--- src/tptc_pkg.sv ---
// Purpose: Shared constants, types and decoders for touch press timing control
// Assumes: 250 MHz core clock, millisecond time base derived from it
// Notes: All offsets, reset values, bit positions and timing figures live here
package tptc_pkg;

  localparam logic [7:0] ADDR_CONFIG = 8'h20;
  localparam logic [7:0] ADDR_CHAN_EN = 8'h21;
  localparam logic [7:0] ADDR_BTN_CFG = 8'h22;
  localparam logic [7:0] ADDR_GRP_CFG1 = 8'h23;
  localparam logic [7:0] ADDR_STATUS = 8'h30;

  localparam logic [7:0] RST_CONFIG = 8'h29;
  localparam logic [7:0] RST_CHAN_EN = 8'hFF;
  localparam logic [7:0] RST_BTN_CFG = 8'hA4;
  localparam logic [7:0] RST_GRP_CFG1 = 8'h47;

  localparam int CFG_DIG_NOISE_BIT = 5;
  localparam int CFG_ANA_NOISE_BIT = 4;
  localparam int CFG_UNG_MAXDUR_BIT = 3;
  localparam int CFG_UNG_RPT_BIT = 2;
  localparam int CFG_GRP_MAXDUR_BIT = 1;
  localparam int CFG_GRP_RPT_BIT = 0;
  localparam int CHAN_EN_GROUP_BIT = 7;
  localparam int NUM_BUTTONS = 7;

  // Grouped max-duration code sits in a register outside this block
  localparam logic [3:0] GRP_MAX_DUR_DEFAULT = 4'hD;

  localparam int CLK_PERIOD_NS = 4;
  localparam int TICK_PERIOD_NS = 1000000;
  localparam int TICK_CYCLES = TICK_PERIOD_NS / CLK_PERIOD_NS;
  localparam int SAMPLE_CYCLE_MS = 35;

  localparam logic [13:0] STEP_MS = 14'h0023;

  typedef logic [13:0] tptc_ms_t;

  typedef enum logic [1:0] {
    TPTC_G_IDLE = 2'b00,
    TPTC_G_PRESS = 2'b01,
    TPTC_G_HOLD = 2'b10
  } tptc_grp_state_t;

  function automatic tptc_ms_t tptc_max_dur_ms(input logic [3:0] code);
    case (code)
      4'h0: tptc_max_dur_ms = 14'd560;
      4'h1: tptc_max_dur_ms = 14'd840;
      4'h2: tptc_max_dur_ms = 14'd1120;
      4'h3: tptc_max_dur_ms = 14'd1400;
      4'h4: tptc_max_dur_ms = 14'd1680;
      4'h5: tptc_max_dur_ms = 14'd2240;
      4'h6: tptc_max_dur_ms = 14'd2800;
      4'h7: tptc_max_dur_ms = 14'd3360;
      4'h8: tptc_max_dur_ms = 14'd3920;
      4'h9: tptc_max_dur_ms = 14'd4480;
      4'hA: tptc_max_dur_ms = 14'd5600;
      4'hB: tptc_max_dur_ms = 14'd6720;
      4'hC: tptc_max_dur_ms = 14'd7840;
      4'hD: tptc_max_dur_ms = 14'd8906;
      4'hE: tptc_max_dur_ms = 14'd10080;
      default: tptc_max_dur_ms = 14'd11200;
    endcase
  endfunction

  // Repeat intervals and minimum press share one step decode
  function automatic tptc_ms_t tptc_step_ms(input logic [3:0] code);
    tptc_step_ms = tptc_ms_t'(({10'h000, code} + 14'h0001) * STEP_MS);
  endfunction

endpackage

--- src/tptc_press_timer.sv ---
// Purpose: Per-channel press duration, auto-repeat and hold recalibration timer
// Assumes: touched is already qualified by enables and noise blocking
// Notes: Duration saturates so a stuck press cannot wrap and recalibrate twice
`timescale 1ns/100ps
`default_nettype none
module tptc_press_timer (
  input wire logic clk,
  input wire logic reset,
  input wire logic ms_tick,
  input wire logic touched,
  input wire logic [13:0] hold_limit_ms,
  input wire logic [13:0] repeat_ms,
  input wire logic repeat_en,
  input wire logic hold_recal_en,
  output logic touch_event,
  output logic repeat_event,
  output logic recal_event
);
  logic touched_d_r;
  logic [13:0] dur_r;
  logic [13:0] rpt_r;
  logic recal_done_r;

  always_ff @(posedge clk) begin
    if (reset) begin
      touched_d_r <= 1'b0;
      touch_event <= 1'b0;
    end else begin
      touched_d_r <= touched;
      touch_event <= touched && !touched_d_r;
    end
  end

  always_ff @(posedge clk) begin
    if (reset || !touched) begin
      dur_r <= 14'h0000;
    end else if (ms_tick && dur_r != 14'h3FFF) begin
      dur_r <= dur_r + 14'h0001;
    end
  end

  // Repeat count restarts at the first touch and dies with the release
  always_ff @(posedge clk) begin
    if (reset || !touched || !touched_d_r) begin
      rpt_r <= 14'h0000;
      repeat_event <= 1'b0;
    end else if (ms_tick && repeat_en && rpt_r + 14'h0001 >= repeat_ms) begin
      rpt_r <= 14'h0000;
      repeat_event <= 1'b1;
    end else begin
      if (ms_tick) begin
        rpt_r <= rpt_r + 14'h0001;
      end
      repeat_event <= 1'b0;
    end
  end

  // Fires once the press has lasted longer than the limit
  always_ff @(posedge clk) begin
    if (reset || !touched) begin
      recal_done_r <= 1'b0;
      recal_event <= 1'b0;
    end else if (ms_tick && hold_recal_en && !recal_done_r && dur_r >= hold_limit_ms) begin
      recal_done_r <= 1'b1;
      recal_event <= 1'b1;
    end else begin
      recal_event <= 1'b0;
    end
  end
endmodule
`default_nettype wire

--- src/tptc_time_base.sv ---
// Purpose: Millisecond tick and fixed-length sampling cycle strobe
// Assumes: TICK_CYCLES core clocks make one millisecond
// Notes: Cycle length never depends on which channels are enabled
`timescale 1ns/100ps
`default_nettype none
module tptc_time_base #(
  parameter int TICK_CYCLES = tptc_pkg::TICK_CYCLES,
  parameter int SAMPLE_TICKS = tptc_pkg::SAMPLE_CYCLE_MS
) (
  input wire logic clk,
  input wire logic reset,
  output logic ms_tick,
  output logic sample_start
);
  logic [31:0] div_r;
  logic [31:0] smp_r;

  always_ff @(posedge clk) begin
    if (reset) begin
      div_r <= 32'h00000000;
      ms_tick <= 1'b0;
    end else if (div_r == 32'(TICK_CYCLES - 1)) begin
      div_r <= 32'h00000000;
      ms_tick <= 1'b1;
    end else begin
      div_r <= div_r + 32'h00000001;
      ms_tick <= 1'b0;
    end
  end

  always_ff @(posedge clk) begin
    if (reset) begin
      smp_r <= 32'h00000000;
      sample_start <= 1'b0;
    end else if (ms_tick && smp_r == 32'(SAMPLE_TICKS - 1)) begin
      smp_r <= 32'h00000000;
      sample_start <= 1'b1;
    end else begin
      if (ms_tick) begin
        smp_r <= smp_r + 32'h00000001;
      end
      sample_start <= 1'b0;
    end
  end
endmodule
`default_nettype wire

--- src/tptc_top.sv ---
// Purpose: Touch qualification, sampling enables and press timing for buttons and group
// Assumes: Detector inputs are synchronous to clk; register port is single cycle
// Notes: Event outputs are one-cycle pulses, but group_slide_event follows group_slide; alert is the registered OR of all of them except hold_recal
// Functional notes
// - Digital noise bit low drops noisy recal samples
// - Analog block bit low: noise blocks, retries cal
// - Analog block bit high: no block, no retry
// - Ungrouped overlong press restarts recalibration when enabled
// - Ungrouped: one interrupt, or auto-repeat when enabled
// - Grouped overlong press restarts recalibration when enabled
// - Grouped hold: single interrupt, repeats when enabled
// - Low enable bits gate channels one-seven, reset on
// - Sampling cycle length fixed regardless of enables
// - Group enable low stops all grouped sampling
// - Button config: hold limit high, repeat low
// - Hold limit code decodes to sixteen times
// - Repeat interrupts spaced by selected interval
// - Repeat code decodes (code+1) times 35 ms
// - Group config high nibble: hold repeat interval
// - Group low nibble: minimum press, then hold
// - Grouped touch within minimum press is tap
// - Slides reported separately from press-and-hold
`timescale 1ns/100ps
`default_nettype none
module tptc_top #(
  parameter int TICK_CYCLES = tptc_pkg::TICK_CYCLES,
  parameter int SAMPLE_TICKS = tptc_pkg::SAMPLE_CYCLE_MS,
  parameter logic [3:0] GRP_MAX_DUR_CODE = tptc_pkg::GRP_MAX_DUR_DEFAULT
) (
  input wire logic clk,
  input wire logic reset,
  input wire logic [7:0] reg_addr,
  input wire logic [7:0] reg_wdata,
  input wire logic reg_we,
  output logic [7:0] reg_rdata,
  input wire logic [6:0] button_touch,
  input wire logic group_touch,
  input wire logic group_slide,
  input wire logic [7:0] lf_noise,
  input wire logic [7:0] sample_above_noise,
  output logic [6:0] channel_sample_en,
  output logic group_sample_en,
  output logic sample_start,
  output logic [7:0] recal_sample_keep,
  output logic [7:0] analog_cal_retry,
  output logic [6:0] button_int,
  output logic [7:0] hold_recal,
  output logic group_tap,
  output logic group_hold,
  output logic group_slide_event,
  output logic alert
);
  logic [7:0] config_r;
  logic [7:0] chan_en_r;
  logic [7:0] btn_cfg_r;
  logic [7:0] grp_cfg1_r;
  logic ms_tick;
  logic [7:0] noise_block;
  logic [6:0] btn_q;
  logic grp_q;
  logic [6:0] btn_touch_ev;
  logic [6:0] btn_rpt_ev;
  logic [13:0] ung_limit_ms;
  logic [13:0] ung_rpt_ms;
  logic [13:0] ph_rpt_ms;
  logic [13:0] mpress_ms;
  logic [13:0] grp_dur_r;
  logic [13:0] grp_rpt_r;
  logic grp_recal_ev;
  logic [7:0] hold_recal_nxt;
  logic grp_hold_nxt;
  logic grp_tap_nxt;
  tptc_pkg::tptc_grp_state_t grp_state_r;
  tptc_pkg::tptc_grp_state_t grp_state_nxt;

  always_ff @(posedge clk) begin
    if (reset) begin
      config_r <= tptc_pkg::RST_CONFIG;
      chan_en_r <= tptc_pkg::RST_CHAN_EN;
      btn_cfg_r <= tptc_pkg::RST_BTN_CFG;
      grp_cfg1_r <= tptc_pkg::RST_GRP_CFG1;
    end else if (reg_we) begin
      case (reg_addr)
        tptc_pkg::ADDR_CONFIG: config_r <= reg_wdata;
        tptc_pkg::ADDR_CHAN_EN: chan_en_r <= reg_wdata;
        tptc_pkg::ADDR_BTN_CFG: btn_cfg_r <= reg_wdata;
        tptc_pkg::ADDR_GRP_CFG1: grp_cfg1_r <= reg_wdata;
        default: ;
      endcase
    end
  end

  always_comb begin
    case (reg_addr)
      tptc_pkg::ADDR_CONFIG: reg_rdata = config_r;
      tptc_pkg::ADDR_CHAN_EN: reg_rdata = chan_en_r;
      tptc_pkg::ADDR_BTN_CFG: reg_rdata = btn_cfg_r;
      tptc_pkg::ADDR_GRP_CFG1: reg_rdata = grp_cfg1_r;
      tptc_pkg::ADDR_STATUS: reg_rdata = {grp_q, btn_q};
      default: reg_rdata = 8'h00;
    endcase
  end

  tptc_time_base #(
    .TICK_CYCLES(TICK_CYCLES),
    .SAMPLE_TICKS(SAMPLE_TICKS)
  ) u_time_base (
    .clk(clk),
    .reset(reset),
    .ms_tick(ms_tick),
    .sample_start(sample_start)
  );

  always_ff @(posedge clk) begin
    if (reset) begin
      channel_sample_en <= 7'h7F;
      group_sample_en <= 1'b1;
    end else begin
      channel_sample_en <= chan_en_r[6:0];
      group_sample_en <= chan_en_r[tptc_pkg::CHAN_EN_GROUP_BIT];
    end
  end

  // Noise blocking also stops the analog calibration retry when disabled
  assign noise_block = lf_noise & {8{~config_r[tptc_pkg::CFG_ANA_NOISE_BIT]}};
  assign btn_q = button_touch & chan_en_r[6:0] & ~noise_block[6:0];
  assign grp_q = group_touch & chan_en_r[tptc_pkg::CHAN_EN_GROUP_BIT] & ~noise_block[7];

  always_ff @(posedge clk) begin
    if (reset) begin
      recal_sample_keep <= 8'hFF;
      analog_cal_retry <= 8'h00;
    end else begin
      recal_sample_keep <= ~sample_above_noise | {8{config_r[tptc_pkg::CFG_DIG_NOISE_BIT]}};
      analog_cal_retry <= noise_block;
    end
  end

  assign ung_limit_ms = tptc_pkg::tptc_max_dur_ms(btn_cfg_r[7:4]);
  assign ung_rpt_ms = tptc_pkg::tptc_step_ms(btn_cfg_r[3:0]);
  assign ph_rpt_ms = tptc_pkg::tptc_step_ms(grp_cfg1_r[7:4]);
  assign mpress_ms = tptc_pkg::tptc_step_ms(grp_cfg1_r[3:0]);

  genvar gi;
  generate
    for (gi = 0; gi < tptc_pkg::NUM_BUTTONS; gi++) begin : g_btn
      tptc_press_timer u_timer (
        .clk(clk),
        .reset(reset),
        .ms_tick(ms_tick),
        .touched(btn_q[gi]),
        .hold_limit_ms(ung_limit_ms),
        .repeat_ms(ung_rpt_ms),
        .repeat_en(config_r[tptc_pkg::CFG_UNG_RPT_BIT]),
        .hold_recal_en(config_r[tptc_pkg::CFG_UNG_MAXDUR_BIT]),
        .touch_event(btn_touch_ev[gi]),
        .repeat_event(btn_rpt_ev[gi]),
        .recal_event(hold_recal_nxt[gi])
      );
    end
  endgenerate

  tptc_press_timer u_grp_timer (
    .clk(clk),
    .reset(reset),
    .ms_tick(ms_tick),
    .touched(grp_q),
    .hold_limit_ms(tptc_pkg::tptc_max_dur_ms(GRP_MAX_DUR_CODE)),
    .repeat_ms(ph_rpt_ms),
    .repeat_en(1'b0),
    .hold_recal_en(config_r[tptc_pkg::CFG_GRP_MAXDUR_BIT]),
    .touch_event(),
    .repeat_event(),
    .recal_event(grp_recal_ev)
  );
  assign hold_recal_nxt[7] = grp_recal_ev;

  // Group duration counts whole milliseconds of one continuous touch
  always_ff @(posedge clk) begin
    if (reset || grp_state_r == tptc_pkg::TPTC_G_IDLE) begin
      grp_dur_r <= 14'h0000;
    end else if (ms_tick && grp_dur_r != 14'h3FFF) begin
      grp_dur_r <= grp_dur_r + 14'h0001;
    end
  end

  always_ff @(posedge clk) begin
    if (reset || grp_state_r != tptc_pkg::TPTC_G_HOLD || !grp_q) begin
      grp_rpt_r <= 14'h0000;
    end else if (ms_tick) begin
      grp_rpt_r <= (grp_rpt_r + 14'h0001 >= ph_rpt_ms) ? 14'h0000 : grp_rpt_r + 14'h0001;
    end
  end

  always_comb begin
    grp_state_nxt = grp_state_r;
    grp_hold_nxt = 1'b0;
    grp_tap_nxt = 1'b0;
    case (grp_state_r)
      tptc_pkg::TPTC_G_IDLE: begin
        if (grp_q) begin
          grp_state_nxt = tptc_pkg::TPTC_G_PRESS;
        end
      end
      tptc_pkg::TPTC_G_PRESS: begin
        if (!grp_q) begin
          grp_tap_nxt = 1'b1;
          grp_state_nxt = tptc_pkg::TPTC_G_IDLE;
        end else if (ms_tick && grp_dur_r >= mpress_ms) begin
          grp_hold_nxt = 1'b1;
          grp_state_nxt = tptc_pkg::TPTC_G_HOLD;
        end
      end
      tptc_pkg::TPTC_G_HOLD: begin
        if (!grp_q) begin
          grp_state_nxt = tptc_pkg::TPTC_G_IDLE;
        end else if (ms_tick && config_r[tptc_pkg::CFG_GRP_RPT_BIT] && grp_rpt_r + 14'h0001 >= ph_rpt_ms) begin
          grp_hold_nxt = 1'b1;
        end
      end
      default: grp_state_nxt = tptc_pkg::TPTC_G_IDLE;
    endcase
  end

  always_ff @(posedge clk) begin
    if (reset) begin
      grp_state_r <= tptc_pkg::TPTC_G_IDLE;
    end else begin
      grp_state_r <= grp_state_nxt;
    end
  end

  always_ff @(posedge clk) begin
    if (reset) begin
      button_int <= 7'h00;
      hold_recal <= 8'h00;
      group_tap <= 1'b0;
      group_hold <= 1'b0;
      group_slide_event <= 1'b0;
    end else begin
      button_int <= btn_touch_ev | btn_rpt_ev;
      hold_recal <= hold_recal_nxt;
      group_tap <= grp_tap_nxt;
      group_hold <= grp_hold_nxt;
      // Slides bypass the hold classifier so both can be reported
      group_slide_event <= group_slide & grp_q;
    end
  end

  always_ff @(posedge clk) begin
    if (reset) begin
      alert <= 1'b0;
    end else begin
      alert <= |{button_int, group_tap, group_hold, group_slide_event};
    end
  end
endmodule
`default_nettype wire
--- config.mk ---
export PLATFORM = sky130hd
export DESIGN_NAME = tptc_top
export DESIGN_NICKNAME = d
export VERILOG_FILES = /design/src/tptc_pkg.sv /design/src/tptc_press_timer.sv /design/src/tptc_time_base.sv /design/src/tptc_top.sv
export SDC_FILE = /design/constraint.sdc
export NUM_CORES = 1
export LEC_CHECK = 0
export ABC_AREA = 1
export BUFFER_PORTS_ARGS = -buffer_cell sky130_fd_sc_hd__buf_2
export CAP_MARGIN = 20
export CELL_PAD_IN_SITES_DETAIL_PLACEMENT = 2
export CELL_PAD_IN_SITES_GLOBAL_PLACEMENT = 2
export CORE_UTILIZATION = 36
export CTS_CLUSTER_DIAMETER = 60
export DETAILED_ROUTE_END_ITERATION = 16
export PLACE_DENSITY_LB_ADDON = 0.08
export SYNTH_ARGS = -nofsm -noshare
export SYNTH_HDL_FRONTEND = slang
export SYNTH_SLANG_ARGS = --single-unit
export TNS_END_PERCENT = 50
--- constraint.sdc ---
create_clock -name clk -period 5.6 [get_ports clk]
set_input_delay 0.84 -clock clk [delete_from_list [all_inputs] [get_ports clk]]
set_output_delay 0.84 -clock clk [all_outputs]
set_load 0.03 [all_outputs]
Word-level counts from Yosys, hierarchy flattened:

Memories as Yosys holds them, arrays and structs flattened. A register that Yosys moved wholly into a read port is not among the register bits.
Cells that the tools add are included.

* eq/ne operators: 22
* bitwise logic cells: 13
* muxes and demuxes: 32
* div/mod/pow operators: 0
* multipliers: 3
* add/sub/neg operators: 22
* $lt $le $gt $ge: 17
* shift-type cells: 0
* reduce and logical (&&, ||, !) cells: 104

Operators with widths (number)
* $add A14 B1 Y14 const B: 17
* $ge A14 B11 Y1: 9
* $ne A14 B14 Y1 const B: 9
* $ge A14 B14 Y1: 7
* $add A32 B1 Y32 const B: 2
* $logic_and A1 B1 Y1: 46
* $eq A8 B6 Y1 const B: 5
* $pmux W8 S5: 1
* $mul A5 B6 Y11 const B: 3
* $eq A32 B18 Y1 const B: 1
* $eq A32 B6 Y1 const B: 1
* $logic_not A1 Y1: 23
* $mux W1: 22
* $reduce_or A2 Y1: 10
* $logic_or A1 B1 Y1: 18
* $add A4 B1 Y5 const B: 3
* $and A7 B7 Y7: 2
* $ge A14 B14 Y1 const B: 1
* $mux W14: 1
* $reduce_or A10 Y1: 1
* $and A8 B8 Y8: 1
* $mux W2: 4
* $mux W4: 2
* $not A8 Y8: 1
* 14 further kinds: 23

* latch bits: 0
* register bits after elaboration: 418
* RAM bits: 0
* bits in read-only memories: 192
* output and inout bits: 52
* memories kept: 1

Memory list
* (no name shown): depth 16, bits a word 12, read ports 1, clocked after memory_dff 1, wr ports 0, RTL line tptc_pkg.sv:45 `case (code)`

Logic depth before layout (Yosys ltp):

Gate-level depths: netlist of the first run.

* depth after elaboration: 8
* mapped depth: 24
* mapped depth without buffers: 23

Hierarchy:

From an unflattened synthesis of the first run, not the netlist that was laid out.

* cell total of the unflattened synthesis: 4640
* area, all modules: 31014.7 um^2

By module, submodules not included
* tptc_press_timer: area an instance 2549.9 um^2, cells an instance 386, instances 8
* tptc_top: area an instance 6821.5 um^2, cells an instance 938, instances 1
* tptc_time_base: area an instance 3793.6 um^2, cells an instance 614, instances 1

Least setup slack after synthesis of the first run:

No wires, ideal clock.

* path kind: register to register
* start point: reg btn_cfg_r[0]
* end point: reg g_btn[4].u_timer.rpt_r[3]
* path buffers: 1
* required time: 5536 ps
* path slack: 1702 ps
* arrival time: 3834 ps
* stages on the path, launching flop included: 23
* library setup time: 64 ps
* cell sequence: dfxtp_1 -> ha_1 -> xor2_1 -> ha_1 -> ha_1 -> inv_1 -> fa_1 -> inv_1 -> ha_1 -> a31o_2 -> a21oi_1 -> nor2_1 -> xnor2_1 -> ha_1 -> a21oi_1 -> o21a_1 -> nand2_1 -> nand2_1 -> nand4_1 -> nand2_1 -> nand2_1 -> buf_4 -> nor2_1

* longest elaborated chain between the ends: 5

Ends and longest elaborated chain
* from (decl): RTL line tptc_top.sv:55 `logic [7:0] btn_cfg_r;`
* from (signal assigned): RTL line tptc_top.sv:80 `btn_cfg_r <= tptc_pkg::RST_BTN_CFG;`
* from (signal assigned): RTL line tptc_top.sv:86 `tptc_pkg::ADDR_BTN_CFG: btn_cfg_r <= reg_wdata;`
* $add A4 B1 Y5: RTL line tptc_pkg.sv:67 `tptc_step_ms = tptc_ms_t'(({10'h000, code} + 14'h0001) * STEP_MS);`
* $mul A5 B6 Y11: RTL line tptc_pkg.sv:67
* $ge A14 B11 Y1: RTL line tptc_press_timer.sv:47 `end else if (ms_tick && repeat_en && rpt_r + 14'h0001 >= repeat_ms) begin`
* $logic_and A1 B1 Y1: RTL line tptc_press_timer.sv:47
* $reduce_or A2 Y1 (no source line)
* to (signal assigned): RTL line tptc_press_timer.sv:52 `rpt_r <= rpt_r + 14'h0001;`
* to (decl): RTL line tptc_press_timer.sv:21 `logic [13:0] rpt_r;`

No other way between the ends.
A chain may end at the register's enable or synchronous reset.

Worst setup path in the final report of the first run:

* start point: reg btn_cfg_r[0]
* end point: reg g_btn[5].u_timer.rpt_r[5]

* longest elaborated chain between the ends: 5

Ends and longest elaborated chain (RTL line)
* $add A4 B1 Y5: tptc_pkg.sv:67
* $mul A5 B6 Y11: tptc_pkg.sv:67
* $ge A14 B11 Y1: tptc_press_timer.sv:47
* $logic_and A1 B1 Y1: tptc_press_timer.sv:47
* $reduce_or A2 Y1 (no source line)
* to (signal assigned): tptc_press_timer.sv:52
* to (decl): tptc_press_timer.sv:21

No other way between the ends.

==> results of run 1 <==
==> worst reg2reg max path: stages, from the launching register on <==
cell and delay [ns]:
sky130_fd_sc_hd__dfxtp_1 0.48, sky130_fd_sc_hd__ha_1 0.24, sky130_fd_sc_hd__xor2_1 0.31, sky130_fd_sc_hd__ha_1 0.23, sky130_fd_sc_hd__ha_1 0.14, sky130_fd_sc_hd__inv_1 0.05, sky130_fd_sc_hd__fa_1 0.37, sky130_fd_sc_hd__inv_1 0.07
sky130_fd_sc_hd__ha_1 0.26, sky130_fd_sc_hd__a31o_2 0.29, sky130_fd_sc_hd__a21oi_1 0.14, sky130_fd_sc_hd__nor2_1 0.07, sky130_fd_sc_hd__xnor2_1 0.54, sky130_fd_sc_hd__buf_4 0.28, sky130_fd_sc_hd__ha_1 0.26, sky130_fd_sc_hd__nand2_1 0.10
sky130_fd_sc_hd__nor2_1 0.06, sky130_fd_sc_hd__a211oi_1 0.18, sky130_fd_sc_hd__nand2_1 0.12, sky130_fd_sc_hd__nand2_1 0.07, sky130_fd_sc_hd__nand3_1 0.06, sky130_fd_sc_hd__nand2_1 0.10, sky130_fd_sc_hd__nand2_2 0.21, sky130_fd_sc_hd__nor2_1 0.16
==> worst min-delay path by stage <==
stage                                              end  depth (start not counted)
6_report               recal_sample_keep[3]$_SDFF_PP1_                          2
5_1_grt                recal_sample_keep[3]$_SDFF_PP1_                          2
4_1_cts                recal_sample_keep[3]$_SDFF_PP1_                          2
3_5_place_dp                  hold_recal[4]$_SDFF_PP0_                          2
3_3_place_gp   g_btn[2].u_timer.touch_event$_SDFF_PP0_                          1
2_1_floorplan                 hold_recal[0]$_SDFF_PP0_                          2
==> stage by stage <==
| step | std cells | cell area [um^2] |
|---|---|---|
| final | 4786 | 29600 |
| after global routing | 4786 | 29600 |
| after CTS | 4784 | 29600 |
| after global placement | 4670 | 27500 |
| after detailed placement | 4674 | 27500 |
| after floorplan | 3676 | 26100 |
==> where the power goes <==
| part | leakage [nW] | switching (mW) | total (mW) | internal [mW] |
|---|---|---|---|---|
| Clock | 1.00 | 1.58 | 3.98 | 2.40 |
| Sequential | 3.47 | 0.0137 | 3.09 | 3.08 |
| Combinational | 7.79 | 0.174 | 0.241 | 0.0666 |
==> synth_stat cells, drive strengths merged (2+ instances only) <==
library cell  count
a211oi            6
a21o              5
a21oi           252
a31o              3
a31oi             8
and2              3
and3             10
buf              38
clkbuf           28
clkinv            4
dfxtp           430
fa                3
ha              255
inv             457
mux2i            22
nand2           818
nand3           205
nand3b           13
nand4            94
nor2            446
nor3            136
nor3b            17
nor4             19
o211a             8
o21a              6
o21ai           179
o21bai            8
o221ai           10
o22ai             5
o31ai             2
or2              21
xnor2            45
xor2            113
==> per-layer routing <==
layer / up-vias / GRT usage / routed length (um) / part of all wire
met5: - / 0 / 0 / 0
met4: 0 / 0.0630 / 2070 / 0.023
met3: 128 / 0.0262 / 1890 / 0.021
met2: 222 / 0.454 / 46200 / 0.50
met1: 12600 / 0.307 / 41600 / 0.45
li1: 12300 / - / - / -
==> logic make-up after synthesis <==
group / share of synthesized area
AO/OA/AOI/OAI: 0.104
XOR/XNOR: 0.0531
flip-flops: 0.330
multiplexers: 0.00845
buffers and inverters: 0.0799
AND/OR/NAND/NOR: 0.300
adder cells (fa/ha/maj): 0.125
==> final cells by class <==
class                      instances  area share
clock inverter                    35      0.0133
tap                              950      0.0401
inverter                         461      0.0585
timing repair buffer             116      0.0227
sequential                       430       0.291
clock buffer                      75      0.0563
multi-input combinational       2719       0.519
==> state kept, by name, summed over array words and instances, names as in the netlist, 2 cells and up <==
| name | flops |
|---|---|
| u_grp_timer.dur_r | 14 |
| g_btn.u_timer.rpt_r | 98 |
| recal_sample_keep | 8 |
| g_btn.u_timer.touched_d_r | 7 |
| grp_state_r | 2 |
| g_btn.u_timer.recal_event | 7 |
| chan_en_r | 8 |
| ung_limit_ms | 12 |
| channel_sample_en | 7 |
| hold_recal | 8 |
| g_btn.u_timer.touch_event | 7 |
| g_btn.u_timer.repeat_event | 7 |
| analog_cal_retry | 8 |
| grp_rpt_r | 14 |
| grp_dur_r | 14 |
| btn_cfg_r | 8 |
| config_r | 8 |
| button_int | 7 |
| grp_cfg1_r | 8 |
| g_btn.u_timer.recal_done_r | 7 |
| u_time_base.div_r | 32 |
| u_time_base.smp_r | 32 |
| g_btn.u_timer.dur_r | 98 |
==> impl_results.html, run 1 <==
<table>
<tr><th>Metric</th><th>Value</th></tr>
<tr><th colspan="2">STA</th></tr>
<tr><td>Final hold viol count</td><td>0</td></tr>
<tr><td>Number of endpoints failing setup at the final stage</td><td>0</td></tr>
<tr><td>Relative max-transition margin</td><td>0.359</td></tr>
<tr><td>Slew at the pin closest to its max-slew limit</td><td>between 0.9 and 1 ns</td></tr>
<tr><td>Final critical-path setup slack</td><td>0.708 ns</td></tr>
<tr><td>Time the final worst path needs with I/O delays and setup</td><td>~4.9 ns</td></tr>
<tr><td>Clock skew</td><td>0.0254 ns</td></tr>
<tr><td>Total negative setup slack</td><td>0 ns</td></tr>
<tr><td>Final cycle utilization of the critical path</td><td>0.874</td></tr>
<tr><td>RSZ-0062 raised after global routing</td><td>no</td></tr>
<tr><td>Upper clock frequency limit</td><td>about 0.20 GHz</td></tr>
<tr><td>Max Transition Viols Final</td><td>0</td></tr>
<tr><td>Worst hold slack</td><td>~0.38 ns</td></tr>
<tr><th colspan="2">Setup path</th></tr>
<tr><td>Worst path top cell family by delay</td><td>adder cells</td></tr>
<tr><td>Highest-delay cell along the critical path</td><td>sky130_fd_sc_hd__xnor2_1</td></tr>
<tr><td>Max incr delay on CP</td><td>around 0.54 ns</td></tr>
<tr><td>Maximum fanout along the worst path</td><td>14</td></tr>
<tr><td>Cell occurring most often along the worst timing path</td><td>sky130_fd_sc_hd__ha_1</td></tr>
<tr><td>Crit. End Element</td><td>flip-flop</td></tr>
<tr><td>Setup Crit Path Kind</td><td>flip-flop to flip-flop</td></tr>
<tr><td>Termination of the worst setup path</td><td>g_btn[5].u_timer.rpt_r[5]$_SDFFE_PP0P_</td></tr>
<tr><td>R2R Path Start</td><td>btn_cfg_r[0]$_SDFFE_PP0P_</td></tr>
<tr><td>CP startpoint</td><td>btn_cfg_r[0]$_SDFFE_PP0P_</td></tr>
<tr><td>Required time at the endpoint of the critical path</td><td>about 6.2 ns</td></tr>
<tr><td>Crit path buffers/inverters</td><td>3</td></tr>
<tr><td>Cells traversed along the worst timing path</td><td>ha_1 &gt; xor2_1 &gt; ha_1 &gt; ha_1 &gt; inv_1 &gt; fa_1 &gt; inv_1 &gt; ha_1 &gt; a31o_2 &gt; a21oi_1 &gt; nor2_1 &gt; xnor2_1 &gt; buf_4 &gt; ha_1 &gt; nand2_1 &gt; nor2_1 &gt; a211oi_1 &gt; nand2_1 &gt; nand2_1 &gt; nand3_1 &gt; nand2_1 &gt; nand2_2 &gt; nor2_1</td></tr>
<tr><td>Type of element launching the critical path</td><td>flip-flop</td></tr>
<tr><td>Critical path arrival</td><td>between 5 and 6 ns</td></tr>
<tr><td>R2R setup slack</td><td>0.71 ns</td></tr>
<tr><td>Worst r2r path cells</td><td>23</td></tr>
<tr><td>Cell count along the critical path</td><td>23</td></tr>
<tr><td>Destination of the worst register-to-register timing path</td><td>g_btn[5].u_timer.rpt_r[5]$_SDFFE_PP0P_</td></tr>
<tr><th colspan="2">Final layout</th></tr>
<tr><td>Footprint of the multi-input gates</td><td>about 0.015 mm^2</td></tr>
<tr><td>Number of filler cells placed in the layout</td><td>about 8500</td></tr>
<tr><td>Leading cell types in the layout, fill and taps excluded</td><td>sky130_fd_sc_hd__nand2_1 (809), sky130_fd_sc_hd__inv_1 (448), sky130_fd_sc_hd__dfxtp_1 (429)</td></tr>
<tr><td>Post-layout net count</td><td>between 4000 and 5000</td></tr>
<tr><td>Area Overhead vs Synth</td><td>13.7%</td></tr>
<tr><td>Most common library cell in the layout ignoring fill and taps</td><td>sky130_fd_sc_hd__nand2_1</td></tr>
<tr><td>Ratio of cells with drive above 1 in the final layout</td><td>0.0795</td></tr>
<tr><td>Antenna diode count</td><td>0</td></tr>
<tr><td>Sequential cell area</td><td>about 0.0086 mm^2</td></tr>
<tr><td>Post-route core utilization</td><td>0.414</td></tr>
<tr><th colspan="2">Placed design</th></tr>
<tr><td>Total half-perimeter wirelength after legalization and detailed placement</td><td>roughly 69 mm</td></tr>
<tr><td>Pre-CTS setup slack</td><td>around 0.74 ns</td></tr>
<tr><td>Count of input and output buffers</td><td>95</td></tr>
<tr><td>RD Place Congestion</td><td>0.834</td></tr>
<tr><th colspan="2">GRT</th></tr>
<tr><td>Wire length of the first global-routing pass</td><td>149 mm</td></tr>
<tr><td>Pin count of the biggest net entering global routing</td><td>83</td></tr>
<tr><td>Total GRT Usage</td><td>0.248</td></tr>
<tr><td>Residual overflow from global routing</td><td>0</td></tr>
<tr><td>Number of antenna violations at the first check in global routing</td><td>0</td></tr>
<tr><td>Number of global-route vias before repair</td><td>approximately 28000</td></tr>
<tr><th colspan="2">Yosys</th></tr>
<tr><td>Post-synthesis register bit count</td><td>between 400 and 500</td></tr>
<tr><td>Synthesized area</td><td>around 0.026 mm^2</td></tr>
<tr><td>Number of synthesis warnings</td><td>0</td></tr>
<tr><td>Syn_area_per_cell</td><td>7.09 um^2</td></tr>
<tr><td>Number of enable flip-flop cells after synthesis</td><td>0</td></tr>
<tr><td>Unique cell type count in the Yosys netlist</td><td>58</td></tr>
<tr><td>Post-Syn Nets</td><td>3978</td></tr>
<tr><td>Synth area leader</td><td>sky130_fd_sc_hd__dfxtp_1</td></tr>
<tr><td>Register area share after synthesis</td><td>0.330</td></tr>
<tr><td>Cell types occupying the most area after synthesis</td><td>sky130_fd_sc_hd__dfxtp_1 (33%), sky130_fd_sc_hd__ha_1 (12%), sky130_fd_sc_hd__nand2_1 (12%)</td></tr>
<tr><td>Main synth FF type</td><td>sky130_fd_sc_hd__dfxtp_1</td></tr>
<tr><td>Share of the synthesized area in the top cell type</td><td>0.330</td></tr>
<tr><td>Number of standard cells after synthesis</td><td>approximately 3700</td></tr>
<tr><td>Async set or reset register ratio after synthesis</td><td>0</td></tr>
<tr><th colspan="2">Clocking</th></tr>
<tr><td>Post CTS Setup Buffer Count</td><td>0</td></tr>
<tr><td>Num Clock Sinks</td><td>between 400 and 500</td></tr>
<tr><td>Post-CTS Hold Buffers</td><td>0</td></tr>
<tr><td>TritonCTS clock tree</td><td>built</td></tr>
<tr><td>Root buffer selected by CTS</td><td>sky130_fd_sc_hd__clkbuf_16</td></tr>
<tr><td>Worst skew pair latency</td><td>roughly 0.64 ns</td></tr>
<tr><td>Resize count post-CTS</td><td>0</td></tr>
<tr><td>CTS H-tree lvls</td><td>2</td></tr>
<tr><td>Clock buffers created by TritonCTS</td><td>61</td></tr>
<tr><td>CTS clock-pin slew for the worst setup and hold paths</td><td>approximately 0.06 ns</td></tr>
<tr><td>Buffer levels on the longest clock path</td><td>3</td></tr>
<tr><th colspan="2">Drt</th></tr>
<tr><td>Iter 0 DRT Violations</td><td>between 800 and 900</td></tr>
<tr><td>Drt first pass iters</td><td>4</td></tr>
<tr><td>Routed Antenna Nets</td><td>0</td></tr>
<tr><td>Vias</td><td>~25000</td></tr>
<tr><td>DRC errors left</td><td>0</td></tr>
<tr><td>Via count normalized by instance count</td><td>5.27</td></tr>
<tr><td>Detail-routed net length per standard cell</td><td>19.2 um</td></tr>
<tr><td>Wire length reported by the detailed router</td><td>91.7 mm</td></tr>
<tr><th colspan="2">Floorplan</th></tr>
<tr><td>Top-Level Pins</td><td>96</td></tr>
<tr><td>Standard-cell row count</td><td>98</td></tr>
<tr><td>Area of the core</td><td>between 0.07 and 0.08 mm^2</td></tr>
<tr><td>Vertical die dimension</td><td>~270 um</td></tr>
<tr><td>DIE WIDTH</td><td>271 um</td></tr>
<tr><td>Overall die area</td><td>roughly 0.073 mm^2</td></tr>
<tr><td>Effective utilization at floorplan</td><td>0.364</td></tr>
<tr><th colspan="2">Status</th></tr>
<tr><td>Result of the run</td><td>completed</td></tr>
<tr><th colspan="2">Min path</th></tr>
<tr><td>Worst min-delay path category</td><td>primary input to flip-flop</td></tr>
<tr><td>Hold Crit Start</td><td>sample_above_noise[3]</td></tr>
<tr><th colspan="2">Flow run</th></tr>
<tr><td>Number of maximum-capacitance violations</td><td>0</td></tr>
<tr><th colspan="2">Power</th></tr>
<tr><td>Areal power density over the cells</td><td>247 mW/mm^2</td></tr>
<tr><td>Final Power</td><td>7.31 mW</td></tr>
<tr><td>Worst VDD drop</td><td>about 210 uV</td></tr>
<tr><td>Static Leak</td><td>around 12 nW</td></tr>
</table>
Power figures use the tool's default switching activity.
==> run 2: changes to the inputs <==
ABC_AREA = default   (was 1)
CORE_UTILIZATION = 39   (was 36)
CTS_CLUSTER_SIZE = 30   (was default)
==> run 2 against run 1 <==
  * Sequential share of layout area up 2.6 points
  * Wire length down 17%
  * Global-route usage down 0.63 points
  * Critical path type unchanged
  * Largest cell class unchanged
  * Largest power group unchanged
==> impl_results.html, run 2 <==
<table>
<tr><th>Metric</th><th>Value</th></tr>
<tr><th colspan="2">Drt</th></tr>
<tr><td>Vias</td><td>21000 (-17%)</td></tr>
<tr><td>Via count normalized by instance count</td><td>5.54 (+5.1%)</td></tr>
<tr><td>Wire length reported by the detailed router</td><td>76.6 mm (-17%)</td></tr>
<tr><td>DRC errors left</td><td>0 (unchanged)</td></tr>
<tr><td>Iter 0 DRT Violations</td><td>737 (-13%)</td></tr>
<tr><td>Met2 Routed Length</td><td>38.9 mm (-16%)</td></tr>
<tr><td>Uppermost metal layer occupied by signal nets</td><td>met4</td></tr>
<tr><td>Detail-routed net length per standard cell</td><td>20.2 um (+5.5%)</td></tr>
<tr><td>Routed Antenna Nets</td><td>0 (unchanged)</td></tr>
<tr><td>Drt first pass iters</td><td>5 (+1)</td></tr>
<tr><td>Met3 Routed Length</td><td>2.18 mm (+16%)</td></tr>
<tr><td>Routed metal-1 wirelength</td><td>33.3 mm (-20%)</td></tr>
<tr><th colspan="2">STA</th></tr>
<tr><td>Upper clock frequency limit</td><td>0.193 GHz (-5.4%)</td></tr>
<tr><td>Final hold viol count</td><td>0 (unchanged)</td></tr>
<tr><td>Worst hold slack</td><td>0.387 ns (+0.00451 ns)</td></tr>
<tr><td>Clock skew</td><td>0.0245 ns (-0.000866 ns)</td></tr>
<tr><td>Slew at the pin closest to its max-slew limit</td><td>1.04 ns (+0.0762 ns)</td></tr>
<tr><td>Total negative setup slack</td><td>0 ns (unchanged)</td></tr>
<tr><td>Max Transition Viols Final</td><td>0 (unchanged)</td></tr>
<tr><td>Final cycle utilization of the critical path</td><td>0.924 (+0.0500)</td></tr>
<tr><td>Final critical-path setup slack</td><td>0.427 ns (-0.280 ns)</td></tr>
<tr><td>Number of endpoints failing setup at the final stage</td><td>0 (unchanged)</td></tr>
<tr><td>Relative max-transition margin</td><td>0.308 (-0.0508)</td></tr>
<tr><td>Time the final worst path needs with I/O delays and setup</td><td>5.17 ns (+0.280 ns)</td></tr>
<tr><th colspan="2">Clocking</th></tr>
<tr><td>Buffer levels on the longest clock path</td><td>3 (unchanged)</td></tr>
<tr><td>TritonCTS clock tree</td><td>built</td></tr>
<tr><td>Post CTS Setup Buffer Count</td><td>0 (unchanged)</td></tr>
<tr><td>CTS H-tree lvls</td><td>2 (unchanged)</td></tr>
<tr><td>Clock buffers created by TritonCTS</td><td>46 (-25%)</td></tr>
<tr><td>Post-CTS Hold Buffers</td><td>0 (unchanged)</td></tr>
<tr><td>CTS clock-pin slew for the worst setup and hold paths</td><td>0.07 ns (about the same)</td></tr>
<tr><td>Worst skew pair latency</td><td>0.62 ns (-0.02 ns)</td></tr>
<tr><td>Resize count post-CTS</td><td>0 (unchanged)</td></tr>
<tr><td>Root buffer selected by CTS</td><td>sky130_fd_sc_hd__clkbuf_16</td></tr>
<tr><td>Num Clock Sinks</td><td>430 (unchanged)</td></tr>
<tr><th colspan="2">Floorplan</th></tr>
<tr><td>Vertical die dimension</td><td>251 um (-7.3%)</td></tr>
<tr><td>Overall die area</td><td>0.0632 mm^2 (-14%)</td></tr>
<tr><td>Area of the core</td><td>0.0616 mm^2 (-14%)</td></tr>
<tr><td>Standard-cell row count</td><td>91 (-7.1%)</td></tr>
<tr><td>Effective utilization at floorplan</td><td>0.394 (+0.0299)</td></tr>
<tr><td>DIE WIDTH</td><td>251 um (-7.3%)</td></tr>
<tr><td>Top-Level Pins</td><td>96 (unchanged)</td></tr>
<tr><th colspan="2">Setup path</th></tr>
<tr><td>Cell occurring most often along the worst timing path</td><td>sky130_fd_sc_hd__ha_1</td></tr>
<tr><td>Type of element launching the critical path</td><td>flip-flop</td></tr>
<tr><td>Crit. End Element</td><td>flip-flop</td></tr>
<tr><td>Maximum fanout along the worst path</td><td>10 (-4)</td></tr>
<tr><td>Highest-delay cell along the critical path</td><td>sky130_fd_sc_hd__a2111oi_1</td></tr>
<tr><td>Critical path arrival</td><td>5.71 ns (+0.27 ns)</td></tr>
<tr><td>Cells traversed along the worst timing path</td><td>nand3_1 &gt; xnor2_4 &gt; ha_1 &gt; ha_1 &gt; ha_1 &gt; a31oi_1 &gt; nor3b_1 &gt; nor2_1 &gt; nor2b_1 &gt; o21ai_0 &gt; xor2_1 &gt; buf_4 &gt; ha_1 &gt; a21oi_1 &gt; o21ai_0 &gt; a2111oi_1 &gt; o21bai_1 &gt; buf_4 &gt; nor2_1</td></tr>
<tr><td>Required time at the endpoint of the critical path</td><td>6.13 ns (-0.02 ns)</td></tr>
<tr><td>Setup Crit Path Kind</td><td>flip-flop to flip-flop</td></tr>
<tr><td>Max incr delay on CP</td><td>0.71 ns (+0.17 ns)</td></tr>
<tr><th colspan="2">Yosys</th></tr>
<tr><td>Number of standard cells after synthesis</td><td>2845 (-23%)</td></tr>
<tr><td>Xor and xnor fraction of the mapped netlist area</td><td>0.123 (+0.0697)</td></tr>
<tr><td>Cell types occupying the most area after synthesis</td><td>sky130_fd_sc_hd__dfxtp_1 (35%), sky130_fd_sc_hd__ha_1 (13%), sky130_fd_sc_hd__xor2_1 (7.1%)</td></tr>
<tr><td>Synth area leader</td><td>sky130_fd_sc_hd__dfxtp_1</td></tr>
<tr><td>Number of synthesis warnings</td><td>0 (unchanged)</td></tr>
<tr><td>Unique cell type count in the Yosys netlist</td><td>83 (+43%)</td></tr>
<tr><td>Synth Area in Adders</td><td>0.134 (+0.00928)</td></tr>
<tr><td>Synthesized area</td><td>0.0243 mm^2 (-6.9%)</td></tr>
<tr><td>Fraction of the mapped netlist area in compound gates</td><td>0.102 (-0.00142)</td></tr>
<tr><td>Register area share after synthesis</td><td>0.355 (+0.0246)</td></tr>
<tr><td>Number of enable flip-flop cells after synthesis</td><td>0 (unchanged)</td></tr>
<tr><td>Syn_area_per_cell</td><td>8.53 um^2 (+20%)</td></tr>
<tr><td>Leading cell type by number of instances after synthesis</td><td>sky130_fd_sc_hd__dfxtp_1</td></tr>
<tr><td>Share of the synthesized area in the top cell type</td><td>0.355 (+0.0246)</td></tr>
<tr><td>Main synth FF type</td><td>sky130_fd_sc_hd__dfxtp_1</td></tr>
<tr><td>Multiplexer share of the synthesized area</td><td>0.0100 (+0.00156)</td></tr>
<tr><td>Combinational family with the most area after synthesis</td><td>simple AND/OR/NAND/NOR gates</td></tr>
<tr><td>Most common library cells after synthesis</td><td>sky130_fd_sc_hd__dfxtp_1 (430), sky130_fd_sc_hd__nor2_1 (354), sky130_fd_sc_hd__ha_1 (255)</td></tr>
<tr><td>Post-Syn Nets</td><td>3147 (-21%)</td></tr>
<tr><td>Async set or reset register ratio after synthesis</td><td>0 (unchanged)</td></tr>
<tr><td>Post-synthesis register bit count</td><td>430 (unchanged)</td></tr>
<tr><td>Basic-gate share of the synthesized area counting and, or, nand and nor cells</td><td>0.242 (-0.0580)</td></tr>
<tr><th colspan="2">Placed design</th></tr>
<tr><td>RD Place Congestion</td><td>0.816 (-2.1%)</td></tr>
<tr><td>Dpl cells</td><td>3702 (-21%)</td></tr>
<tr><td>Count of input and output buffers</td><td>95 (unchanged)</td></tr>
<tr><td>Pre-CTS setup slack</td><td>0.208 ns (-0.529 ns)</td></tr>
<tr><td>Total half-perimeter wirelength after legalization and detailed placement</td><td>55.3 mm (-20%)</td></tr>
<tr><th colspan="2">Final layout</th></tr>
<tr><td>Area Overhead vs Synth</td><td>12.3%</td></tr>
<tr><td>Leading cell types in the layout, fill and taps excluded</td><td>sky130_fd_sc_hd__dfxtp_1 (429), sky130_fd_sc_hd__nor2_1 (354), sky130_fd_sc_hd__ha_1 (255)</td></tr>
<tr><td>Post-route core utilization</td><td>0.442 (+0.0281)</td></tr>
<tr><td>Most common library cell in the layout ignoring fill and taps</td><td>sky130_fd_sc_hd__dfxtp_1</td></tr>
<tr><td>Antenna diode count</td><td>0 (unchanged)</td></tr>
<tr><td>Non-filler cells in the finished layout</td><td>3788 (-21%)</td></tr>
<tr><td>Registers with the most flip-flops</td><td>g_btn.u_timer.dur_r: 98 flops, g_btn.u_timer.rpt_r: 98 flops</td></tr>
<tr><td>Post-layout net count</td><td>3216 (-21%)</td></tr>
<tr><td>Ratio of cells with drive above 1 in the final layout</td><td>0.0874 (+0.00792)</td></tr>
<tr><th colspan="2">GRT</th></tr>
<tr><td>Number of antenna violations at the first check in global routing</td><td>0 (unchanged)</td></tr>
<tr><td>Wire length of the first global-routing pass</td><td>124 mm (-17%)</td></tr>
<tr><td>Pin count of the biggest net entering global routing</td><td>84 (+1.2%)</td></tr>
<tr><td>Residual overflow from global routing</td><td>0 (unchanged)</td></tr>
<tr><td>Total GRT Usage</td><td>0.242 (-0.00632)</td></tr>
<tr><td>Number of global-route vias before repair</td><td>23400 (-16%)</td></tr>
<tr><th colspan="2">Power</th></tr>
<tr><td>Areal power density over the cells</td><td>239 mW/mm^2 (-3.1%)</td></tr>
<tr><td>Static Leak</td><td>10.8 nW (-12%)</td></tr>
<tr><td>Worst VDD drop</td><td>251 uV (+19%)</td></tr>
<tr><th colspan="2">Status</th></tr>
<tr><td>Result of the run</td><td>completed</td></tr>
<tr><th colspan="2">Flow run</th></tr>
<tr><td>Number of maximum-capacitance violations</td><td>0 (unchanged)</td></tr>
<tr><th colspan="2">Min path</th></tr>
<tr><td>Worst min-delay path category</td><td>primary input to flip-flop</td></tr>
</table>
==> run 2: path summary, 6_finish.rpt <==
kind | from | to | slack (ns) | cells after the start
setup / recovery | btn_cfg_r[0]$_SDFFE_PP0P_ | g_btn[4].u_timer.rpt_r[6]$_SDFFE_PP0P_ | 0.43 | 19
hold / removal | sample_above_noise[3] | recal_sample_keep[3]$_SDFF_PP1_ | 0.39 | 2
setup reg to reg | btn_cfg_r[0]$_SDFFE_PP0P_ | g_btn[4].u_timer.rpt_r[6]$_SDFFE_PP0P_ | 0.43 | 19
hold reg to reg | g_btn[4].u_timer.touched_d_r$_SDFF_PP0_ | g_btn[4].u_timer.touch_event$_SDFF_PP0_ | 0.42 | 1
==> run 2: final cells by class <==
class                           count  area [um^2]
Tap cell                          837         1050
Clock buffer                       53         1240
Sequential cell                   430         8610
Fill cell                        6851        34400
Timing Repair Buffer              118          661
Inverter                          114          428
Multi-Input combinational cell   2204        14900
Clock inverter                     32          369
==> run 2: cell families after synthesis <==
logic type / after synthesis
AOI/OAI and AO/OA: 391
xor gates and xnor gates: 340
adders and majority gates: 258
buffers and inverters: 211
DFF: 430
muxes: 24
and+or+nand+nor: 1191
==> run 2: per-stage QoR <==
step                power, mW  area (um^2)
finish                   6.51        27200
global route             6.73        27200
CTS                      6.61        27200
detailed placement       3.29        25600
global placement         3.29        25600
floorplan                3.22        24300
==> run 2: worst max-delay path, delay by kind of cell, from the launching register on <==
kind                       cells  cell delay [ns]
adders and majority gates      4             1.22
AOI/OAI and AO/OA              6             1.78
xor gates and xnor gates       2             0.44
DFF                            1             0.52
buffers and inverters          2             0.45
and+or+nand+nor                5             0.69
==> run 2: power breakdown <==
group	leakage [nW]	internal, mW	switching [mW]	total [mW]
Combinational	6.54	0.0372	0.105	0.142
Clock	0.794	1.79	1.50	3.29
Sequential	3.47	3.07	0.00753	3.08
Total	10.8	4.90	1.61	6.51
==> run 2: layer usage <==
| metal | vias up | global-route usage |
|---|---|---|
| li1 | 10100 | - |
| met1 | 10500 | 0.287 |
| met2 | 252 | 0.446 |
| met3 | 130 | 0.0314 |
| met4 | 0 | 0.0791 |
| met5 | - | 0 |
==> run 3: changes to the inputs <==
BUFFER_PORTS_ARGS = default   (was -buffer_cell sky130_fd_sc_hd__buf_2)
CORE_UTILIZATION = 40   (was 39)
DONT_BUFFER_PORTS = 1   (was default)
PLACE_DENSITY = 0.81   (was default)
PLACE_DENSITY_LB_ADDON = default   (was 0.08)
==> run 3 against run 2 <==
  * Total power fell by 1.3%
  * Sequential power hardly changed
  * Fmax is 0.14% higher
  * Clock power down 1%
  * Highest routed layer unchanged
  * Design area fell by 2.3%
  * Sequential cell count did not move
  * Largest cell class unchanged
  * Count of clock-buffer cells in the layout is 5 lower
==> impl_results.html, run 3 (synthesized netlist as in run 2, its figures left out) <==
<table>
<tr><th>Metric</th><th>Value</th></tr>
<tr><th colspan="2">Clocking</th></tr>
<tr><td>Root buffer selected by CTS</td><td>sky130_fd_sc_hd__clkbuf_16</td></tr>
<tr><td>Worst skew pair latency</td><td>0.60 ns (-0.02 ns)</td></tr>
<tr><td>Resize count post-CTS</td><td>0 (unchanged)</td></tr>
<tr><td>CTS H-tree lvls</td><td>2 (unchanged)</td></tr>
<tr><td>TritonCTS clock tree</td><td>built</td></tr>
<tr><td>Clock buffers created by TritonCTS</td><td>44 (-4.3%)</td></tr>
<tr><td>Buffer levels on the longest clock path</td><td>3 (unchanged)</td></tr>
<tr><td>CTS clock-pin slew for the worst setup and hold paths</td><td>0.08 ns (about the same)</td></tr>
<tr><td>Post CTS Setup Buffer Count</td><td>0 (unchanged)</td></tr>
<tr><td>Post-CTS Hold Buffers</td><td>0 (unchanged)</td></tr>
<tr><td>Num Clock Sinks</td><td>430 (unchanged)</td></tr>
<tr><th colspan="2">GRT</th></tr>
<tr><td>Number of global-route vias before repair</td><td>22900 (-1.8%)</td></tr>
<tr><td>Wire length of the first global-routing pass</td><td>123 mm (-0.35%)</td></tr>
<tr><td>Total GRT Usage</td><td>0.249 (+0.00667)</td></tr>
<tr><td>Pin count of the biggest net entering global routing</td><td>60 (-29%)</td></tr>
<tr><td>Number of antenna violations at the first check in global routing</td><td>0 (unchanged)</td></tr>
<tr><td>Residual overflow from global routing</td><td>0 (unchanged)</td></tr>
<tr><th colspan="2">STA</th></tr>
<tr><td>Number of endpoints failing setup at the final stage</td><td>0 (unchanged)</td></tr>
<tr><td>RSZ-0062 raised after global routing</td><td>no</td></tr>
<tr><td>Worst hold slack</td><td>0.304 ns (-0.0835 ns)</td></tr>
<tr><td>Max Transition Viols Final</td><td>0 (unchanged)</td></tr>
<tr><td>Clock skew</td><td>0.0291 ns (+0.00458 ns)</td></tr>
<tr><td>Slew at the pin closest to its max-slew limit</td><td>1.05 ns (+0.0130 ns)</td></tr>
<tr><td>Time the final worst path needs with I/O delays and setup</td><td>5.17 ns (-0.00710 ns)</td></tr>
<tr><td>Total negative setup slack</td><td>0 ns (unchanged)</td></tr>
<tr><td>Upper clock frequency limit</td><td>0.194 GHz (+0.14%)</td></tr>
<tr><td>Relative max-transition margin</td><td>0.292 (-0.0160)</td></tr>
<tr><td>Final critical-path setup slack</td><td>0.435 ns (+0.00710 ns)</td></tr>
<tr><td>Final hold viol count</td><td>0 (unchanged)</td></tr>
<tr><td>Final cycle utilization of the critical path</td><td>0.922 (-0.00127)</td></tr>
<tr><th colspan="2">Power</th></tr>
<tr><td>Final Power</td><td>6.42 mW (-1.3%)</td></tr>
<tr><td>Worst VDD drop</td><td>226 uV (-9.8%)</td></tr>
<tr><td>Static Leak</td><td>10.4 nW (-4.1%)</td></tr>
<tr><td>Areal power density over the cells</td><td>241 mW/mm^2 (+1.0%)</td></tr>
<tr><th colspan="2">Setup path</th></tr>
<tr><td>Cell occurring most often along the worst timing path</td><td>sky130_fd_sc_hd__ha_1</td></tr>
<tr><td>Worst path top cell family by delay</td><td>compound AO/OA/AOI/OAI gates</td></tr>
<tr><td>Cells traversed along the worst timing path</td><td>nand3_1 &gt; xnor2_2 &gt; ha_1 &gt; ha_1 &gt; ha_1 &gt; a31oi_1 &gt; nor3b_1 &gt; nor2_1 &gt; nor2b_1 &gt; o21ai_0 &gt; xor2_1 &gt; buf_4 &gt; ha_1 &gt; a21oi_1 &gt; o21ai_0 &gt; a2111oi_1 &gt; o21bai_2 &gt; nor2_1</td></tr>
<tr><td>Required time at the endpoint of the critical path</td><td>6.11 ns (-0.02 ns)</td></tr>
<tr><td>CP startpoint</td><td>btn_cfg_r[0]$_SDFFE_PP0P_</td></tr>
<tr><td>Setup Crit Path Kind</td><td>flip-flop to flip-flop</td></tr>
<tr><td>Critical path arrival</td><td>5.67 ns (-0.04 ns)</td></tr>
<tr><td>Crit. End Element</td><td>flip-flop</td></tr>
<tr><td>Crit path buffers/inverters</td><td>1 (-1)</td></tr>
<tr><td>Maximum fanout along the worst path</td><td>13 (+3)</td></tr>
<tr><td>Max incr delay on CP</td><td>0.72 ns (about the same)</td></tr>
<tr><td>R2R Path Start</td><td>btn_cfg_r[0]$_SDFFE_PP0P_</td></tr>
<tr><td>Highest-delay cell along the critical path</td><td>sky130_fd_sc_hd__a2111oi_1</td></tr>
<tr><td>Type of element launching the critical path</td><td>flip-flop</td></tr>
<tr><th colspan="2">Drt</th></tr>
<tr><td>Iter 0 DRT Violations</td><td>734 (-0.41%)</td></tr>
<tr><td>Vias</td><td>20600 (-1.6%)</td></tr>
<tr><td>DRC errors left</td><td>0 (unchanged)</td></tr>
<tr><td>Detail-routed net length per standard cell</td><td>21.1 um (+4.3%)</td></tr>
<tr><td>Via count normalized by instance count</td><td>5.70 (+2.8%)</td></tr>
<tr><td>Drt first pass iters</td><td>5 (unchanged)</td></tr>
<tr><td>Routed Antenna Nets</td><td>0 (unchanged)</td></tr>
<tr><td>Wire length reported by the detailed router</td><td>76.4 mm (-0.24%)</td></tr>
<tr><th colspan="2">Placed design</th></tr>
<tr><td>Count of input and output buffers</td><td>0 (-100%)</td></tr>
<tr><td>RD Place Congestion</td><td>0.837 (+2.6%)</td></tr>
<tr><td>Dpl cells</td><td>3542 (-4.3%)</td></tr>
<tr><td>Pre-CTS setup slack</td><td>0.0683 ns (-0.139 ns)</td></tr>
<tr><td>Total half-perimeter wirelength after legalization and detailed placement</td><td>55.2 mm (about the same)</td></tr>
<tr><th colspan="2">Final layout</th></tr>
<tr><td>Leading cell types in the layout, fill and taps excluded</td><td>sky130_fd_sc_hd__dfxtp_1 (429), sky130_fd_sc_hd__nor2_1 (354), sky130_fd_sc_hd__ha_1 (255)</td></tr>
<tr><td>Number of filler cells placed in the layout</td><td>6576 (-4.0%)</td></tr>
<tr><td>Non-filler cells in the finished layout</td><td>3623 (-4.4%)</td></tr>
<tr><td>Most common library cell in the layout ignoring fill and taps</td><td>sky130_fd_sc_hd__dfxtp_1</td></tr>
<tr><td>Post-layout net count</td><td>3118 (-3.0%)</td></tr>
<tr><td>Registers with the most flip-flops</td><td>g_btn.u_timer.dur_r: 98 flops, g_btn.u_timer.rpt_r: 98 flops</td></tr>
<tr><td>Ratio of cells with drive above 1 in the final layout</td><td>0.0547 (-0.0327)</td></tr>
<tr><td>Antenna diode count</td><td>0 (unchanged)</td></tr>
<tr><td>Area Overhead vs Synth</td><td>9.65%</td></tr>
<tr><th colspan="2">Status</th></tr>
<tr><td>Result of the run</td><td>completed</td></tr>
<tr><th colspan="2">Floorplan</th></tr>
<tr><td>Top-Level Pins</td><td>96 (unchanged)</td></tr>
<tr><td>Effective utilization at floorplan</td><td>0.408 (+0.0141)</td></tr>
<tr><td>DIE WIDTH</td><td>248 um (-1.2%)</td></tr>
<tr><td>Vertical die dimension</td><td>248 um (-1.2%)</td></tr>
<tr><td>Overall die area</td><td>0.0616 mm^2 (-2.5%)</td></tr>
<tr><td>Standard-cell row count</td><td>89 (-2.2%)</td></tr>
<tr><td>Area of the core</td><td>0.0595 mm^2 (-3.5%)</td></tr>
<tr><th colspan="2">Flow run</th></tr>
<tr><td>Number of maximum-capacitance violations</td><td>0 (unchanged)</td></tr>
<tr><th colspan="2">Min path</th></tr>
<tr><td>Hold Crit Start</td><td>sample_above_noise[5]</td></tr>
<tr><td>Worst min-delay path category</td><td>primary input to flip-flop</td></tr>
</table>
run 3: area by class of cell:
class | instances | area (um^2) | area share
Clock buffer | 48 | 1150 | 0.0431
Clock inverter | 32 | 434 | 0.0163
Inverter | 114 | 428 | 0.0161
Multi-Input combinational cell | 2204 | 14800 | 0.558
Sequential cell | 430 | 8610 | 0.324
Tap cell | 773 | 967 | 0.0364
Timing Repair Buffer | 22 | 165 | 0.00621
run 3: worst register-to-register path, stage by stage (launching register included):
cell and delay, ns:
sky130_fd_sc_hd__dfxtp_1 0.51, sky130_fd_sc_hd__nand3_1 0.20, sky130_fd_sc_hd__xnor2_2 0.33, sky130_fd_sc_hd__ha_1 0.30, sky130_fd_sc_hd__ha_1 0.32, sky130_fd_sc_hd__ha_1 0.35, sky130_fd_sc_hd__a31oi_1 0.29, sky130_fd_sc_hd__nor3b_1 0.11
sky130_fd_sc_hd__nor2_1 0.20, sky130_fd_sc_hd__nor2b_1 0.07, sky130_fd_sc_hd__o21ai_0 0.19, sky130_fd_sc_hd__xor2_1 0.18, sky130_fd_sc_hd__buf_4 0.22, sky130_fd_sc_hd__ha_1 0.29, sky130_fd_sc_hd__a21oi_1 0.15, sky130_fd_sc_hd__o21ai_0 0.10
sky130_fd_sc_hd__a2111oi_1 0.72, sky130_fd_sc_hd__o21bai_2 0.34, sky130_fd_sc_hd__nor2_1 0.20
run 3: path summary, 6_finish.rpt:
kind / cells past startpoint / endpoint / slack [ns]
max: 18 / g_btn[4].u_timer.rpt_r[3]$_SDFFE_PP0P_ / 0.43
min: 1 / recal_sample_keep[5]$_SDFF_PP1_ / 0.30
max reg2reg: 18 / g_btn[4].u_timer.rpt_r[3]$_SDFFE_PP0P_ / 0.43
min reg2reg: 1 / g_btn[0].u_timer.touch_event$_SDFF_PP0_ / 0.42
run 3: layer usage:
metal,track usage,wire [um],vias up
li1,-,-,9914
met1,0.292,32900,10400
met2,0.467,39300,249
met3,0.0306,2110,114
met4,0.0739,2010,0
met5,0,0,-
run 3: report_power, final:
group          leakage, nW  total [mW]  switching, mW  internal, mW
registers             3.47        3.09         0.0196          3.07
logic                 6.13      0.0879         0.0662        0.0217
clock network        0.769        3.25           1.50          1.75
run 3: stage by stage:
stage,utilization,area [um^2]
finish,0.447,26600
global route,0.447,26600
CTS,0.447,26600
detailed placement,0.420,25000
global placement,0.420,25000
floorplan,-,24300
